## src/logic/mnpb_pkg.sv

```systemverilog
package mnpb_pkg;
  // entry counts and table indices
  localparam int MNPB_S16_N = 9;
  localparam int MNPB_L32_N = 4;
  localparam int MNPB_IX_VOLT = 0;
  localparam int MNPB_IX_FREQ = 1;
  localparam int MNPB_IX_PF = 2;
  localparam int MNPB_IX_SPD1 = 3;
  localparam int MNPB_IX_SPD2 = 4;
  localparam int MNPB_IX_EFF = 5;
  localparam int MNPB_IX_RES = 6;
  localparam int MNPB_IX_CTP = 7;
  localparam int MNPB_IX_CTS = 8;
  localparam int MNPB_IX_W1 = 0;
  localparam int MNPB_IX_W2 = 1;
  localparam int MNPB_IX_HP1 = 2;
  localparam int MNPB_IX_HP2 = 3;

  // 16-bit words: volt, freq, pf, speed1, speed2, efficiency, stator res, ct primary, ct secondary
  localparam logic [15:0] MNPB_S16_ADDR [0:8] = '{16'h0387, 16'h0388, 16'h0391, 16'h0392, 16'h0393,
    16'h0394, 16'h0395, 16'h0396, 16'h0397};
  localparam logic [15:0] MNPB_S16_RST [0:8] = '{16'h01e0, 16'h003c, 16'h209e, 16'h06d6, 16'h06d6,
    16'h2134, 16'h0118, 16'h0001, 16'h0001};
  localparam logic [15:0] MNPB_S16_MIN [0:8] = '{16'h0064, 16'h0032, 16'h1388, 16'h012c, 16'h012c,
    16'h1388, 16'h0000, 16'h0000, 16'h0000};
  localparam logic [15:0] MNPB_S16_MAX [0:8] = '{16'h1388, 16'h003c, 16'h2710, 16'h0e10, 16'h0e10,
    16'h2710, 16'hffff, 16'hffff, 16'hffff};
  // power factor is the only signed word
  localparam logic [8:0] MNPB_S16_SIGNED = 9'h004;

  // 32-bit pairs: watts1, watts2, hp1 x100, hp2 x100; high word at the base address
  localparam logic [15:0] MNPB_L32_ADDR [0:3] = '{16'h0389, 16'h038b, 16'h038d, 16'h038f};
  localparam logic [31:0] MNPB_L32_RST [0:3] = '{32'h00003a42, 32'h00003a42, 32'h000007d0, 32'h000007d0};
  localparam logic [31:0] MNPB_L32_MIN [0:3] = '{32'h0000000a, 32'h0000000a, 32'h00000001, 32'h00000001};
  localparam logic [31:0] MNPB_L32_MAX [0:3] = '{32'h0038e474, 32'h0038e474, 32'h0007a120, 32'h0007a120};

  // watts to hp x100 is x1000/7457, the reverse x7457/1000
  localparam logic [15:0] MNPB_CONV_MUL [0:3] = '{16'h03e8, 16'h03e8, 16'h1d21, 16'h1d21};
  localparam logic [15:0] MNPB_CONV_DIV [0:3] = '{16'h1d21, 16'h1d21, 16'h03e8, 16'h03e8};
  localparam logic [1:0] MNPB_CONV_PAIR = 2'h2;
  localparam logic [15:0] MNPB_CT_UNITY = 16'h0001;
  localparam int MNPB_DIV_W = 32;

  typedef struct packed {
    logic wr;
    logic rd;
    logic [15:0] addr;
    logic [15:0] data;
  } mnpb_req_t;

  typedef struct packed {
    logic [8:0][15:0] s16;
    logic [3:0][31:0] l32;
  } mnpb_image_t;

  typedef enum logic [0:0] {
    MNPB_ST_IDLE = 1'b0,
    MNPB_ST_CONV = 1'b1
  } mnpb_state_t;
endpackage

```

## src/logic/mnpb_range_chk.sv

```systemverilog
`timescale 1ns/1ns
module mnpb_range_chk import mnpb_pkg::*; (
  input wire logic i_is_long, // value is a 32-bit pair
  input wire logic [3:0] i_idx, // table index of the target
  input wire logic [31:0] i_value, // candidate value
  output logic o_in_range // value lies inside the span
);
  logic [31:0] lo_bound;
  logic [31:0] hi_bound;
  logic neg_signed;

  // bounds from the tables; a negative signed word is always below its span
  assign lo_bound = i_is_long ? MNPB_L32_MIN[i_idx[1:0]] : {16'h0000, MNPB_S16_MIN[i_idx]};
  assign hi_bound = i_is_long ? MNPB_L32_MAX[i_idx[1:0]] : {16'h0000, MNPB_S16_MAX[i_idx]};
  assign neg_signed = !i_is_long && MNPB_S16_SIGNED[i_idx] && i_value[15];
  assign o_in_range = !neg_signed && (i_value >= lo_bound) && (i_value <= hi_bound);
endmodule // mnpb_range_chk

```

## src/logic/mnpb_divider.sv

```systemverilog
`timescale 1ns/1ns
module mnpb_divider #(
  parameter int W = 32
) (
  input wire logic i_clk_sys, // system clock
  input wire logic i_sys_rst, // synchronous reset, active high
  input wire logic i_start, // take operands, ignored while busy
  input wire logic [W-1:0] i_dividend, // numerator
  input wire logic [W-1:0] i_divisor, // denominator, never zero here
  output logic o_busy, // iterating
  output logic o_done, // one-cycle pulse, quotient valid
  output logic [W-1:0] o_quot // quotient
);
  localparam int STEP_W = $clog2(W);
  logic [W:0] rem;
  logic [W-1:0] dvsr;
  logic [STEP_W-1:0] step;
  logic [W:0] shifted;
  logic [W:0] trial;

  // one quotient bit per clock keeps the timing easy at 250 mhz
  assign shifted = {rem[W-1:0], o_quot[W-1]};
  assign trial = shifted - {1'b0, dvsr};

  always_ff @(posedge i_clk_sys) begin
    if (i_sys_rst) begin
      o_busy <= 1'b0;
      o_done <= 1'b0;
      o_quot <= '0;
      rem <= '0;
      dvsr <= '0;
      step <= '0;
    end else begin
      o_done <= 1'b0;
      if (i_start && !o_busy) begin
        o_busy <= 1'b1;
        o_quot <= i_dividend;
        rem <= '0;
        dvsr <= i_divisor;
        step <= '0;
      end else if (o_busy) begin
        rem <= trial[W] ? shifted : trial;
        o_quot <= {o_quot[W-2:0], !trial[W]};
        step <= step + 1'b1;
        if (step == STEP_W'(W - 1)) begin
          o_busy <= 1'b0;
          o_done <= 1'b1;
        end
      end
    end
  end
endmodule // mnpb_divider

```

## src/logic/mnpb_nameplate_bank.sv

```systemverilog
`timescale 1ns/1ns
// Contract
// - rated voltage is an unsigned 16-bit volt value, default 480, accepted from 100 to 5000.
// - rated frequency is an unsigned 16-bit hertz value, default 60, accepted from 50 to 60.
// - winding 1 power is an unsigned 32-bit watt value, default 14914, accepted from 10 to 3728500.
// - a new winding 1 watt value recomputes and updates the winding 1 horsepower word.
// - winding 2 power is a 32-bit watt value like winding 1, used only by two-winding profiles.
// - a new winding 2 watt value recomputes and updates the winding 2 horsepower word.
// - winding 1 horsepower is unsigned 32-bit in hundredths, default 2000, accepted from 1 to 500000.
// - a new winding 1 horsepower value recomputes and updates the winding 1 watt word.
// - winding 2 horsepower uses the same scaling and span, and writing it updates winding 2 watts.
// - power factor is a signed 16-bit value in 0.01 percent, default 8350, accepted 5000 to 10000.
// - each winding speed is an unsigned 16-bit rpm value, default 1750, accepted 300 to 3600.
// - efficiency is an unsigned 16-bit value in 0.01 percent, default 8500, accepted 5000 to 10000.
// - stator resistance is an unsigned 16-bit milliohm value with default 280.
// - current transformer ratio terms default to 1 and take effect only with external transformers.
module mnpb_nameplate_bank import mnpb_pkg::*; (
  input wire logic i_clk_sys, // system clock, 250 mhz
  input wire logic i_sys_rst, // synchronous reset, active high
  input wire mnpb_req_t i_req, // holding-register request, one per cycle
  output logic o_ack, // answer strobe, one cycle after the request
  output logic o_err, // request refused, valid with o_ack
  output logic [15:0] o_rdata, // read word, valid with o_ack
  output logic o_busy, // conversion running, writes refused
  input wire logic i_nv_restore, // load the image from nonvolatile store
  input wire mnpb_image_t i_nv_image, // image held in nonvolatile store
  output mnpb_image_t o_image, // live image, to the store and the motor logic
  output logic o_nv_save, // one-cycle pulse, image changed
  input wire logic i_ext_ct_fitted, // external current transformers fitted
  output logic [15:0] o_ct_primary, // effective ct primary term
  output logic [15:0] o_ct_secondary // effective ct secondary term
);
  logic [15:0] s16_q [0:MNPB_S16_N-1];
  logic [31:0] l32_q [0:MNPB_L32_N-1];
  logic [MNPB_S16_N-1:0] hit16;
  logic [MNPB_L32_N-1:0] hit_hi;
  logic [MNPB_L32_N-1:0] hit_lo;
  logic [3:0] idx16;
  logic [1:0] idx32;
  logic any16;
  logic any_hi;
  logic any_lo;
  logic in_range;
  logic [31:0] chk_value;
  logic [3:0] chk_idx;
  logic wr_base;
  logic commit16;
  logic stage_hi;
  logic commit32;
  logic wr_refused;
  logic rd_miss;
  logic [15:0] next_rdata;
  logic hi_pend;
  logic [1:0] hi_idx;
  logic [15:0] hi_data;
  logic [31:0] wr_value;
  logic [47:0] conv_prod;
  mnpb_state_t state;
  mnpb_state_t next_state;
  logic [1:0] conv_tgt;
  logic div_busy;
  logic div_done;
  logic [31:0] div_quot;
  logic [31:0] conv_val;
  logic conv_store;

  // address decode and the stored words, one generate per entry
  genvar g;
  for (g = 0; g < MNPB_S16_N; g++) begin : gen_s16
    assign hit16[g] = (i_req.addr == MNPB_S16_ADDR[g]);
    assign o_image.s16[g] = s16_q[g];
    always_ff @(posedge i_clk_sys) begin
      if (i_sys_rst) begin
        s16_q[g] <= MNPB_S16_RST[g];
      end else if (i_nv_restore) begin
        s16_q[g] <= i_nv_image.s16[g];
      end else if (commit16 && idx16 == 4'(g)) begin
        s16_q[g] <= i_req.data;
      end
    end
  end

  for (g = 0; g < MNPB_L32_N; g++) begin : gen_l32
    assign hit_hi[g] = (i_req.addr == MNPB_L32_ADDR[g]);
    assign hit_lo[g] = (i_req.addr == MNPB_L32_ADDR[g] + 16'h0001);
    assign o_image.l32[g] = l32_q[g];
    always_ff @(posedge i_clk_sys) begin
      if (i_sys_rst) begin
        l32_q[g] <= MNPB_L32_RST[g];
      end else if (i_nv_restore) begin
        l32_q[g] <= i_nv_image.l32[g];
      end else if (commit32 && idx32 == 2'(g)) begin
        l32_q[g] <= wr_value;
      end else if (conv_store && conv_tgt == 2'(g)) begin
        l32_q[g] <= conv_val;
      end
    end
  end

  // index encoders for the decoded hit
  always_comb begin
    idx16 = 4'h0;
    idx32 = 2'h0;
    for (int k = 0; k < MNPB_S16_N; k++) begin
      if (hit16[k]) begin
        idx16 = 4'(k);
      end
    end
    for (int k = 0; k < MNPB_L32_N; k++) begin
      if (hit_hi[k] || hit_lo[k]) begin
        idx32 = 2'(k);
      end
    end
  end

  assign any16 = |hit16;
  assign any_hi = |hit_hi;
  assign any_lo = |hit_lo;

  // a pair is checked whole, so the span applies to the joined value
  assign wr_value = {hi_data, i_req.data};
  assign chk_value = any_lo ? wr_value : {16'h0000, i_req.data};
  assign chk_idx = any_lo ? {2'b00, idx32} : idx16;

  mnpb_range_chk u_range (
    .i_is_long(any_lo),
    .i_idx(chk_idx),
    .i_value(chk_value),
    .o_in_range(in_range)
  );

  // write qualification; a restore or a running conversion locks writes out
  assign wr_base = i_req.wr && !o_busy && !i_nv_restore;
  assign commit16 = wr_base && any16 && in_range;
  assign stage_hi = wr_base && any_hi;
  assign commit32 = wr_base && any_lo && hi_pend && (hi_idx == idx32) && in_range;
  assign wr_refused = i_req.wr && !(commit16 || stage_hi || commit32);
  assign rd_miss = i_req.rd && !i_req.wr && !(any16 || any_hi || any_lo);

  // read mux: high word at the base address, low word one above
  assign next_rdata = any16 ? s16_q[idx16] :
                      any_hi ? l32_q[idx32][31:16] :
                      any_lo ? l32_q[idx32][15:0] : 16'h0000;

  // answer flops, every request gets exactly one ack one cycle later
  always_ff @(posedge i_clk_sys) begin
    if (i_sys_rst) begin
      o_ack <= 1'b0;
      o_err <= 1'b0;
      o_rdata <= 16'h0000;
    end else begin
      o_ack <= i_req.wr || i_req.rd;
      o_err <= wr_refused || rd_miss;
      o_rdata <= i_req.rd ? next_rdata : 16'h0000;
    end
  end

  // high-word staging; any other write breaks the pair so halves never mix
  always_ff @(posedge i_clk_sys) begin
    if (i_sys_rst || i_nv_restore) begin
      hi_pend <= 1'b0;
      hi_idx <= 2'h0;
      hi_data <= 16'h0000;
    end else if (stage_hi) begin
      hi_pend <= 1'b1;
      hi_idx <= idx32;
      hi_data <= i_req.data;
    end else if (i_req.wr) begin
      hi_pend <= 1'b0;
    end
  end

  // watts and horsepower convert through one shared divider
  assign conv_prod = wr_value * MNPB_CONV_MUL[idx32];

  mnpb_divider #(
    .W(MNPB_DIV_W)
  ) u_div (
    .i_clk_sys(i_clk_sys),
    .i_sys_rst(i_sys_rst),
    .i_start(commit32),
    .i_dividend(conv_prod[31:0]),
    .i_divisor({16'h0000, MNPB_CONV_DIV[idx32]}),
    .o_busy(div_busy),
    .o_done(div_done),
    .o_quot(div_quot)
  );

  // a horsepower entry of 1 (0.01 hp) gives 7 W, below the watt span, so results are clamped
  assign conv_val = (div_quot < MNPB_L32_MIN[conv_tgt]) ? MNPB_L32_MIN[conv_tgt] :
                    (div_quot > MNPB_L32_MAX[conv_tgt]) ? MNPB_L32_MAX[conv_tgt] : div_quot;
  assign conv_store = (state == MNPB_ST_CONV) && div_done;

  // conversion sequencer
  always_comb begin
    case (state)
      MNPB_ST_IDLE: next_state = commit32 ? MNPB_ST_CONV : MNPB_ST_IDLE;
      MNPB_ST_CONV: next_state = div_done ? MNPB_ST_IDLE : MNPB_ST_CONV;
      default: next_state = MNPB_ST_IDLE;
    endcase
  end

  always_ff @(posedge i_clk_sys) begin
    if (i_sys_rst || i_nv_restore) begin
      state <= MNPB_ST_IDLE;
      conv_tgt <= 2'h0;
    end else begin
      state <= next_state;
      if (commit32) begin
        conv_tgt <= idx32 ^ MNPB_CONV_PAIR;
      end
    end
  end

  // a restored image may abandon a conversion; the divider must drain first
  assign o_busy = (state == MNPB_ST_CONV) || div_busy;

  // save request and effective transformer terms
  always_ff @(posedge i_clk_sys) begin
    if (i_sys_rst) begin
      o_nv_save <= 1'b0;
      o_ct_primary <= MNPB_CT_UNITY;
      o_ct_secondary <= MNPB_CT_UNITY;
    end else begin
      o_nv_save <= commit16 || commit32 || conv_store;
      o_ct_primary <= i_ext_ct_fitted ? s16_q[MNPB_IX_CTP] : MNPB_CT_UNITY;
      o_ct_secondary <= i_ext_ct_fitted ? s16_q[MNPB_IX_CTS] : MNPB_CT_UNITY;
    end
  end

  // helper for the conversion checks: expected result taken at commit
  logic [31:0] exp_q;
  logic [47:0] exp_div;
  assign exp_div = (48'(wr_value) * 48'(MNPB_CONV_MUL[idx32])) / 48'(MNPB_CONV_DIV[idx32]);
  always_ff @(posedge i_clk_sys) begin
    if (i_sys_rst) begin
      exp_q <= 32'h00000000;
    end else if (commit32) begin
      exp_q <= exp_div[31:0];
    end
  end
endmodule // mnpb_nameplate_bank

```

## config.mk

```make
export PLATFORM = sky130hd
export DESIGN_NAME = mnpb_nameplate_bank
export DESIGN_NICKNAME = d
export VERILOG_FILES = /design/src/logic/mnpb_pkg.sv /design/src/logic/mnpb_range_chk.sv /design/src/logic/mnpb_divider.sv /design/src/logic/mnpb_nameplate_bank.sv
export SDC_FILE = /design/constraint.sdc
export NUM_CORES = 2
export LEC_CHECK = 0
export BUFFER_PORTS_ARGS = -buffer_cell sky130_fd_sc_hd__buf_2
export CORE_MARGIN = 4
export CORE_UTILIZATION = 30
export DETAILED_ROUTE_END_ITERATION = 8
export GPL_TIMING_DRIVEN = 1
export PLACE_DENSITY = 0.46
export SLEW_MARGIN = 10
export SYNTH_ARGS = -nofsm -noshare
export SYNTH_HDL_FRONTEND = slang
export SYNTH_HIERARCHICAL = 1
export SYNTH_SLANG_ARGS = --single-unit
```

## constraint.sdc

```tcl
create_clock -name i_clk_sys -period 10.22 [get_ports i_clk_sys]
set_input_delay 1.533 -clock i_clk_sys [delete_from_list [all_inputs] [get_ports i_clk_sys]]
set_output_delay 1.533 -clock i_clk_sys [all_outputs]
set_load 0.005 [all_outputs]
```

# [After elaboration in Yosys (flattened, before gate mapping)]
# Memory sizes are Yosys's and may differ from the RTL's.
# Index checks and enable logic that the tools add are counted.
[word_totals] romBits=528 mem_bits_rw=272 n_memories=5 word_cells=337 regBits=160 out_inout_bits=324
[mem_list] name="(name not given)" depth=16 word_bits=16 read_ports=1 rd_clocked_by_memory_dff=0 wr=0 line_no="mnpb_range_chk.sv:14" source="assign hi_bound = i_is_long ? MNPB_L32_MAX[i_idx[1:0]] : {16'h0000, MNPB_S16_MAX[i_idx]};"
[mem_list] name="(name not given)" depth=16 word_bits=16 read_ports=1 rd_clocked_by_memory_dff=0 wr=0 line_no="mnpb_range_chk.sv:13" source="assign lo_bound = i_is_long ? MNPB_L32_MIN[i_idx[1:0]] : {16'h0000, MNPB_S16_MIN[i_idx]};"
[mem_list] name="s16_q" depth=9 word_bits=16 read_ports=10 rd_clocked_by_memory_dff=0 wr=9 line_no="mnpb_nameplate_bank.sv:33" source="logic [15:0] s16_q [0:MNPB_S16_N-1];"
[mem_list] name="l32_q" depth=4 word_bits=32 read_ports=5 rd_clocked_by_memory_dff=0 wr=4 line_no="mnpb_nameplate_bank.sv:34" source="logic [31:0] l32_q [0:MNPB_L32_N-1];"
[mem_list] name="(name not given)" depth=16 word_bits=1 read_ports=1 rd_clocked_by_memory_dff=0 wr=0 line_no="mnpb_range_chk.sv:15" source="assign neg_signed = !i_is_long && MNPB_S16_SIGNED[i_idx] && i_value[15];"
[op_classes] bitwise_logic=39 eq_ne=33 mux=162 n_addsub=2 mul=1 magnitude_cmp=9 reduce_logical=69
[ops] operator="2-to-1 mux 32 bit" n=28
[ops] operator="2-to-1 mux 16 bit" n=29
[ops] operator="equality test 16 x 10 -> 1 bit (second input constant)" n=17
[ops] operator="binary-select mux 32 bit (select 2 bit)" n=4
[ops] operator="2-to-1 mux 1 bit" n=88
[ops] operator="binary-select mux 16 bit (select 2 bit)" n=2
[ops] operator="logical AND 1 bit" n=35
[ops] operator="subtractor 33 x 16 -> 33 bit" n=1
[ops] operator=">= comparator 32 bit" n=1
[ops] operator="greater-than comparator 32 bit" n=1
[ops] operator="less-or-equal comparator 32 bit" n=1
[ops] operator="< comparator 32 bit" n=1
[ops] operator="multiplier 32 x 16 -> 32 bit" n=1
[ops] operator="2-to-1 mux 4 bit" n=8
[ops] operator="OR 1 bit" n=30
[ops] operator="equality test 4 x 3 -> 1 bit (second input constant)" n=4
[ops] operator="logical OR 1 bit" n=13
[ops] operator=">= comparator 3 bit (second input constant)" n=3
[ops] operator="zero test 1 bit" n=9
[ops] operator="inverter 2 -> 3 bit" n=3
[ops] operator="OR reduction 9 bit" n=1
[ops] operator="equality test 2 bit (second input constant)" n=4
[ops] operator="equality test 4 x 2 -> 1 bit (second input constant)" n=2
[ops] operator="OR reduction 4 bit" n=2
[ops] operator="17 further kinds" n=27

# [Depth between registers and ports, before layout]
[depth] ltp_word=26 mapped_depth=33

# [Modules after synthesis]
# The synthesis kept the hierarchy.
[by_module_without_submodules] mod="mnpb_nameplate_bank" cells_per_inst=2312 n_inst=1 area_each_um2=24573.6
[by_module_without_submodules] mod="mnpb_divider" cells_per_inst=794 n_inst=1 area_each_um2=6164.7
[by_module_without_submodules] mod="mnpb_range_chk" cells_per_inst=144 n_inst=1 area_each_um2=1051.0

# [Least setup slack after synthesis]
# No wires, ideal clock.
[synth_timing] path_type="input -> register" from="input port i_req[21] (netlist bit)" to="register u_div.o_quot[30]" cell_stages=31 path_slack_ps=1875 arrival_ps=8217 path_cell_list="nor3b_4 -> nand3_1 -> a21oi_2 -> inv_2 -> clkbuf_1 -> clkbuf_1 -> and2_1 -> ha_1 -> fa_1 -> inv_1 -> fa_1 -> inv_1 -> fa_1 -> fa_1 -> inv_1 -> fa_1 -> inv_1 -> ha_1 -> clkbuf_1 -> and3_1 -> and2_1 -> a211oi_1 -> nor2_1 -> o41ai_1 -> o2111ai_1 -> a21oi_1 -> xnor2_1 -> mux2i_1 -> nor2_1 -> a21oi_1 -> nor2_1"
[synth_between] elab_cells_between_ends=71
[synth_lines] element="from (decl)" line_no="mnpb_nameplate_bank.sv:20" source="input wire mnpb_req_t i_req,"
[synth_lines] element="equality test 16 x 10 -> 1 bit (on tied branches)" line_no="mnpb_nameplate_bank.sv:84, mnpb_nameplate_bank.sv:85"
[synth_lines] element="logical OR 1 bit" line_no="mnpb_nameplate_bank.sv:110" source="if (hit_hi[k] || hit_lo[k]) begin"
[synth_lines] element="2-to-1 mux 1 bit" line_no="mnpb_nameplate_bank.sv:110"
[synth_lines] element="2-to-1 mux 2 bit" line_no="mnpb_nameplate_bank.sv:110"
[synth_lines] element="2-to-1 mux 2 bit (*)" line_no="mnpb_nameplate_bank.sv:110"
[synth_lines] element="inverter 2 -> 3 bit (*)"
[synth_lines] element="binary-select mux 16 bit (select 2 bit) (*)"
[synth_lines] element="2-to-1 mux 16 bit (*) (2 in a row)"
[synth_lines] element="multiplier 32 x 16 -> 32 bit (*)"
[synth_lines] element="via conv_prod[30]" line_no="mnpb_nameplate_bank.sv:57" source="logic [47:0] conv_prod;"
[synth_lines] element="2-to-1 mux 32 bit (*)" line_no="mnpb_divider.sv:35" source="if (i_start && !o_busy) begin"
[synth_lines] element="to (signal assigned)" line_no="mnpb_divider.sv:37" source="o_quot <= i_dividend;"
[synth_lines] element="to (signal assigned)" line_no="mnpb_divider.sv:43" source="o_quot <= {o_quot[W-2:0], !trial[W]};"
[synth_lines] element="to (decl)" line_no="mnpb_divider.sv:12" source="output logic [W-1:0] o_quot"
# The timed path passes the listed nets; every way through them passes the cells marked *. The select of a mux whose other input is x is not followed.
# A chain may end at the register's enable or synchronous reset.

# [Worst setup path after layout]
[layout_timing] from="input port i_req[29] (netlist bit)" to="register u_div.o_quot[20]"
# Same word-level chain as after synthesis.

==> metrics.yaml <==
status: "finished, final reports clean"
place_hpwl_um: 125000
crit_slowest_cell: "fa_1"
p_leak_nw: 16.9
synth_edf_count: 272
n_fill_cell: 11000
syn_avg_cell_area_sq_um: 9.78
finalCritPeriodShare_pct: 85.2
cts_resized: 0
swShare_pct: 34.2
multi_input_area_sq_um: 18400
intPower_w: 0.00400
async_reset_ff_share_pct: 0
clock-sinks: 448
critPathMaxFanout: 33
synthFlopType: "edfxtp_1"
grt_max_degree: 88
worst_path_most_repeated_cell: "fa_1"
drt-total-wl_um: 160000
worst-path-buf-inv: 6
yosys_warnings: 6
power.share.clock_pct: 35.7
hold_path.class: "reg2reg"
drt_iter0_drc: 2438
p_switching_w: 0.00207
combPwrFrac_pct: 29.8
critPathMaxStageDelay_ps: 550
grt_pass1_vias: 28400
areaGrowthSynthToFinish_pct: 21.0
startpoint_type: "primary input"
critical-path-top-delay-family: "adder cells"
max_slew_margin_pct: 20.3
reg2reg_from: "hi_data[0]"
end_kind: "flip-flop"
dieArea_sq_um: 111000
chipHeight_um: 334
worst_pin_slew_ps: 1180
synthDistinctLibCells: 95
synth_area_sq_um: 31800
num_io_pins: 634
ys_seq_area_share_pct: 36.8
critPathRequiredTime_ps: 10820
antenna_found_initial: 40
ys_top_cells_by_area: "edfxtp_1 (26%), dfxtp_1 (11%), fa_1 (10%)"
viasPerCell: 5.52
die_w_um: 334
grt-ovfl-total: 0
r2r_slack_ps: 3730
h-tree-depth: 2
initial_core_util_pct: 30.2
track_usage_pct: 27.7
report.final.slew_viol_count: 0
fmax_ghz: 0.115
yosys_register_bits: 448
reg2reg_to: "u_div/o_quot[30]"
hold_path_startpoint: "u_div/dvsr[30]"
drtPass1Iterations: 5
io_buffers: 633
hold_end: "u_div/dvsr[30]"
cts_tree: "yes"
cts_made_buffers: 56
nNetsFinal: 4485
path_clk_slew_ps: 70
drc: 0
grt_setup_unrepaired: "false"
cts_root_buffer: "clkbuf_16"
row_count: 119
num_vias: 29100
critical_path_class: "in2reg"
tns_ps: 0
cts_setup_buffers: 0
critical_path_arrival_ps: 9310
setup_viol: 0
p_per_area_nw_per_um2: 158
ctsHoldBuffers: 0
netlist_instances: 3250
r2r_cells: 25
p_seq_share_pct: 34.5
finalHoldViolations: 0
synth_most_common_cell: "edfxtp_1"
insertion_delay_ps: 690
fin_skew_ps: 36.8
fin_crit_ps: 8710
regArea_sq_um: 11700
max-vdd-ir-drop_mv: 0.134
grt_first_pass_wirelength_um: 222000
ant_nets: 0
gp_congestion: 0.937
netlist_top_cells_count: "edfxtp_1 (272), nand2_1 (267), inv_1 (257)"
maxCapViolCount: 0
coreArea_sq_um: 105000
clockBufferDepth: 3
final_cells: 5268
synth_top_area_share_pct: 25.7
synth_top_area_cell: "edfxtp_1"
drive_gt1_share_pct: 22.3
wl_per_cell_um: 30.4
placed_cells: 5138
holdPathStages: 2
## cells by family (layout without fill, tap and decap cells)
| kind of cell | count (synthesis) | count (layout) | synth area share [%] |
|---|---|---|---|
| buffers and inverters | 487 | 1066 | 6.05 |
| AND/OR/NAND/NOR | 841 | 841 | 12.8 |
| flip-flops | 448 | 448 | 36.8 |
| XOR/XNOR | 92 | 92 | 2.56 |
| multiplexers | 84 | 84 | 3.28 |
| adder cells (fa/ha/maj) | 370 | 370 | 18.3 |
| other | 2 | 50 | 0.0236 |
| AO/OA/AOI/OAI | 926 | 926 | 20.2 |
## per-layer routing
layer	global-route usage, %	vias to the layer above	wire (um)	part of all wire, %
met3	7.31	278	14500	9.0
met5	0	-	160	0.10
met1	33.6	14600	61700	38
met4	11.0	26	7570	4.7
met2	46.8	1249	76400	48
li1	-	12900	-	-
## power groups by stage
stage	Sequential, W	Combinational (W)	Clock, W
6_report	0.00209	0.00181	0.00217
4_1_cts	0.00209	0.00181	0.00219
5_1_grt	0.00210	0.00202	0.00226
3_5_place_dp	0.00213	0.00178	0
2_1_floorplan	0.00211	0.00116	0
3_3_place_gp	0.00213	0.00181	0
## worst max-delay path by stage
stage               slack (ps)               end  cells after the start  startpoint
floorplan                 1880  u_div/o_quot[30]                     31   i_req[21]
global placement           910  u_div/o_quot[31]                     29   i_req[29]
detailed placement         840  u_div/o_quot[20]                     28   i_req[29]
CTS                       1490  u_div/o_quot[20]                     28   i_req[29]
global route              1070  u_div/o_quot[20]                     29   i_req[29]
finish                    1510  u_div/o_quot[20]                     28   i_req[29]
## flip-flops by register name, summed over array words and instances (netlist names), 16 cells and up
register and flops:
o_ct_primary 16, u_div/rem 32, hi_data 16, s16_q 144, u_div/dvsr 32, o_ct_secondary 16, l32_q 128, u_div/o_quot 32
o_rdata 16
## cell type report
| cell class | instances | area share, % |
|---|---|---|
| multi-input combinational | 2339 | 47.8 |
| antenna | 24 | 0.156 |
| clock buffer | 69 | 3.94 |
| timing repair buffer | 702 | 9.58 |
| tap | 1391 | 4.52 |
| sequential | 448 | 30.4 |
| clock inverter | 37 | 1.11 |
| inverter | 258 | 2.52 |
## tightest hold or removal path, stage by stage (launching register included)
cell     delay (ps)
dfxtp_1         310
nand2_1          50
a21oi_1          50
## cell usage in the layout, fill, tap and decap left out, types with 41 or more instances in the layout
cell / count
buf_2: 633
edfxtp_1: 272
nand2_1: 267
inv_1: 256
a21oi_1: 222
nor2_1: 213
ha_1: 210
dfxtp_1: 175
fa_1: 160
a22o_1: 154
o21ai_0: 134
and2_1: 102
xnor2_1: 69
buf_4: 69
mux2i_1: 66
a21o_1: 57
clkbuf_16: 57
o22ai_1: 54
a22oi_1: 53
nor3_1: 42
nand3_1: 41
## metrics by stage
stage	hold WS, ps	power, W	util, %	setup slack [ps]	cell area, sq um
after global placement	443	0.00394	34.6	912	36500
after detailed placement	447	0.00391	34.6	843	36500
after CTS	455	0.00609	36.5	1490	38400
final	453	0.00607	36.5	1510	38500
after global routing	471	0.00637	36.5	1070	38400
after floorplan	436	0.00327	-	1880	31900
Power figures use the tool's default switching activity.
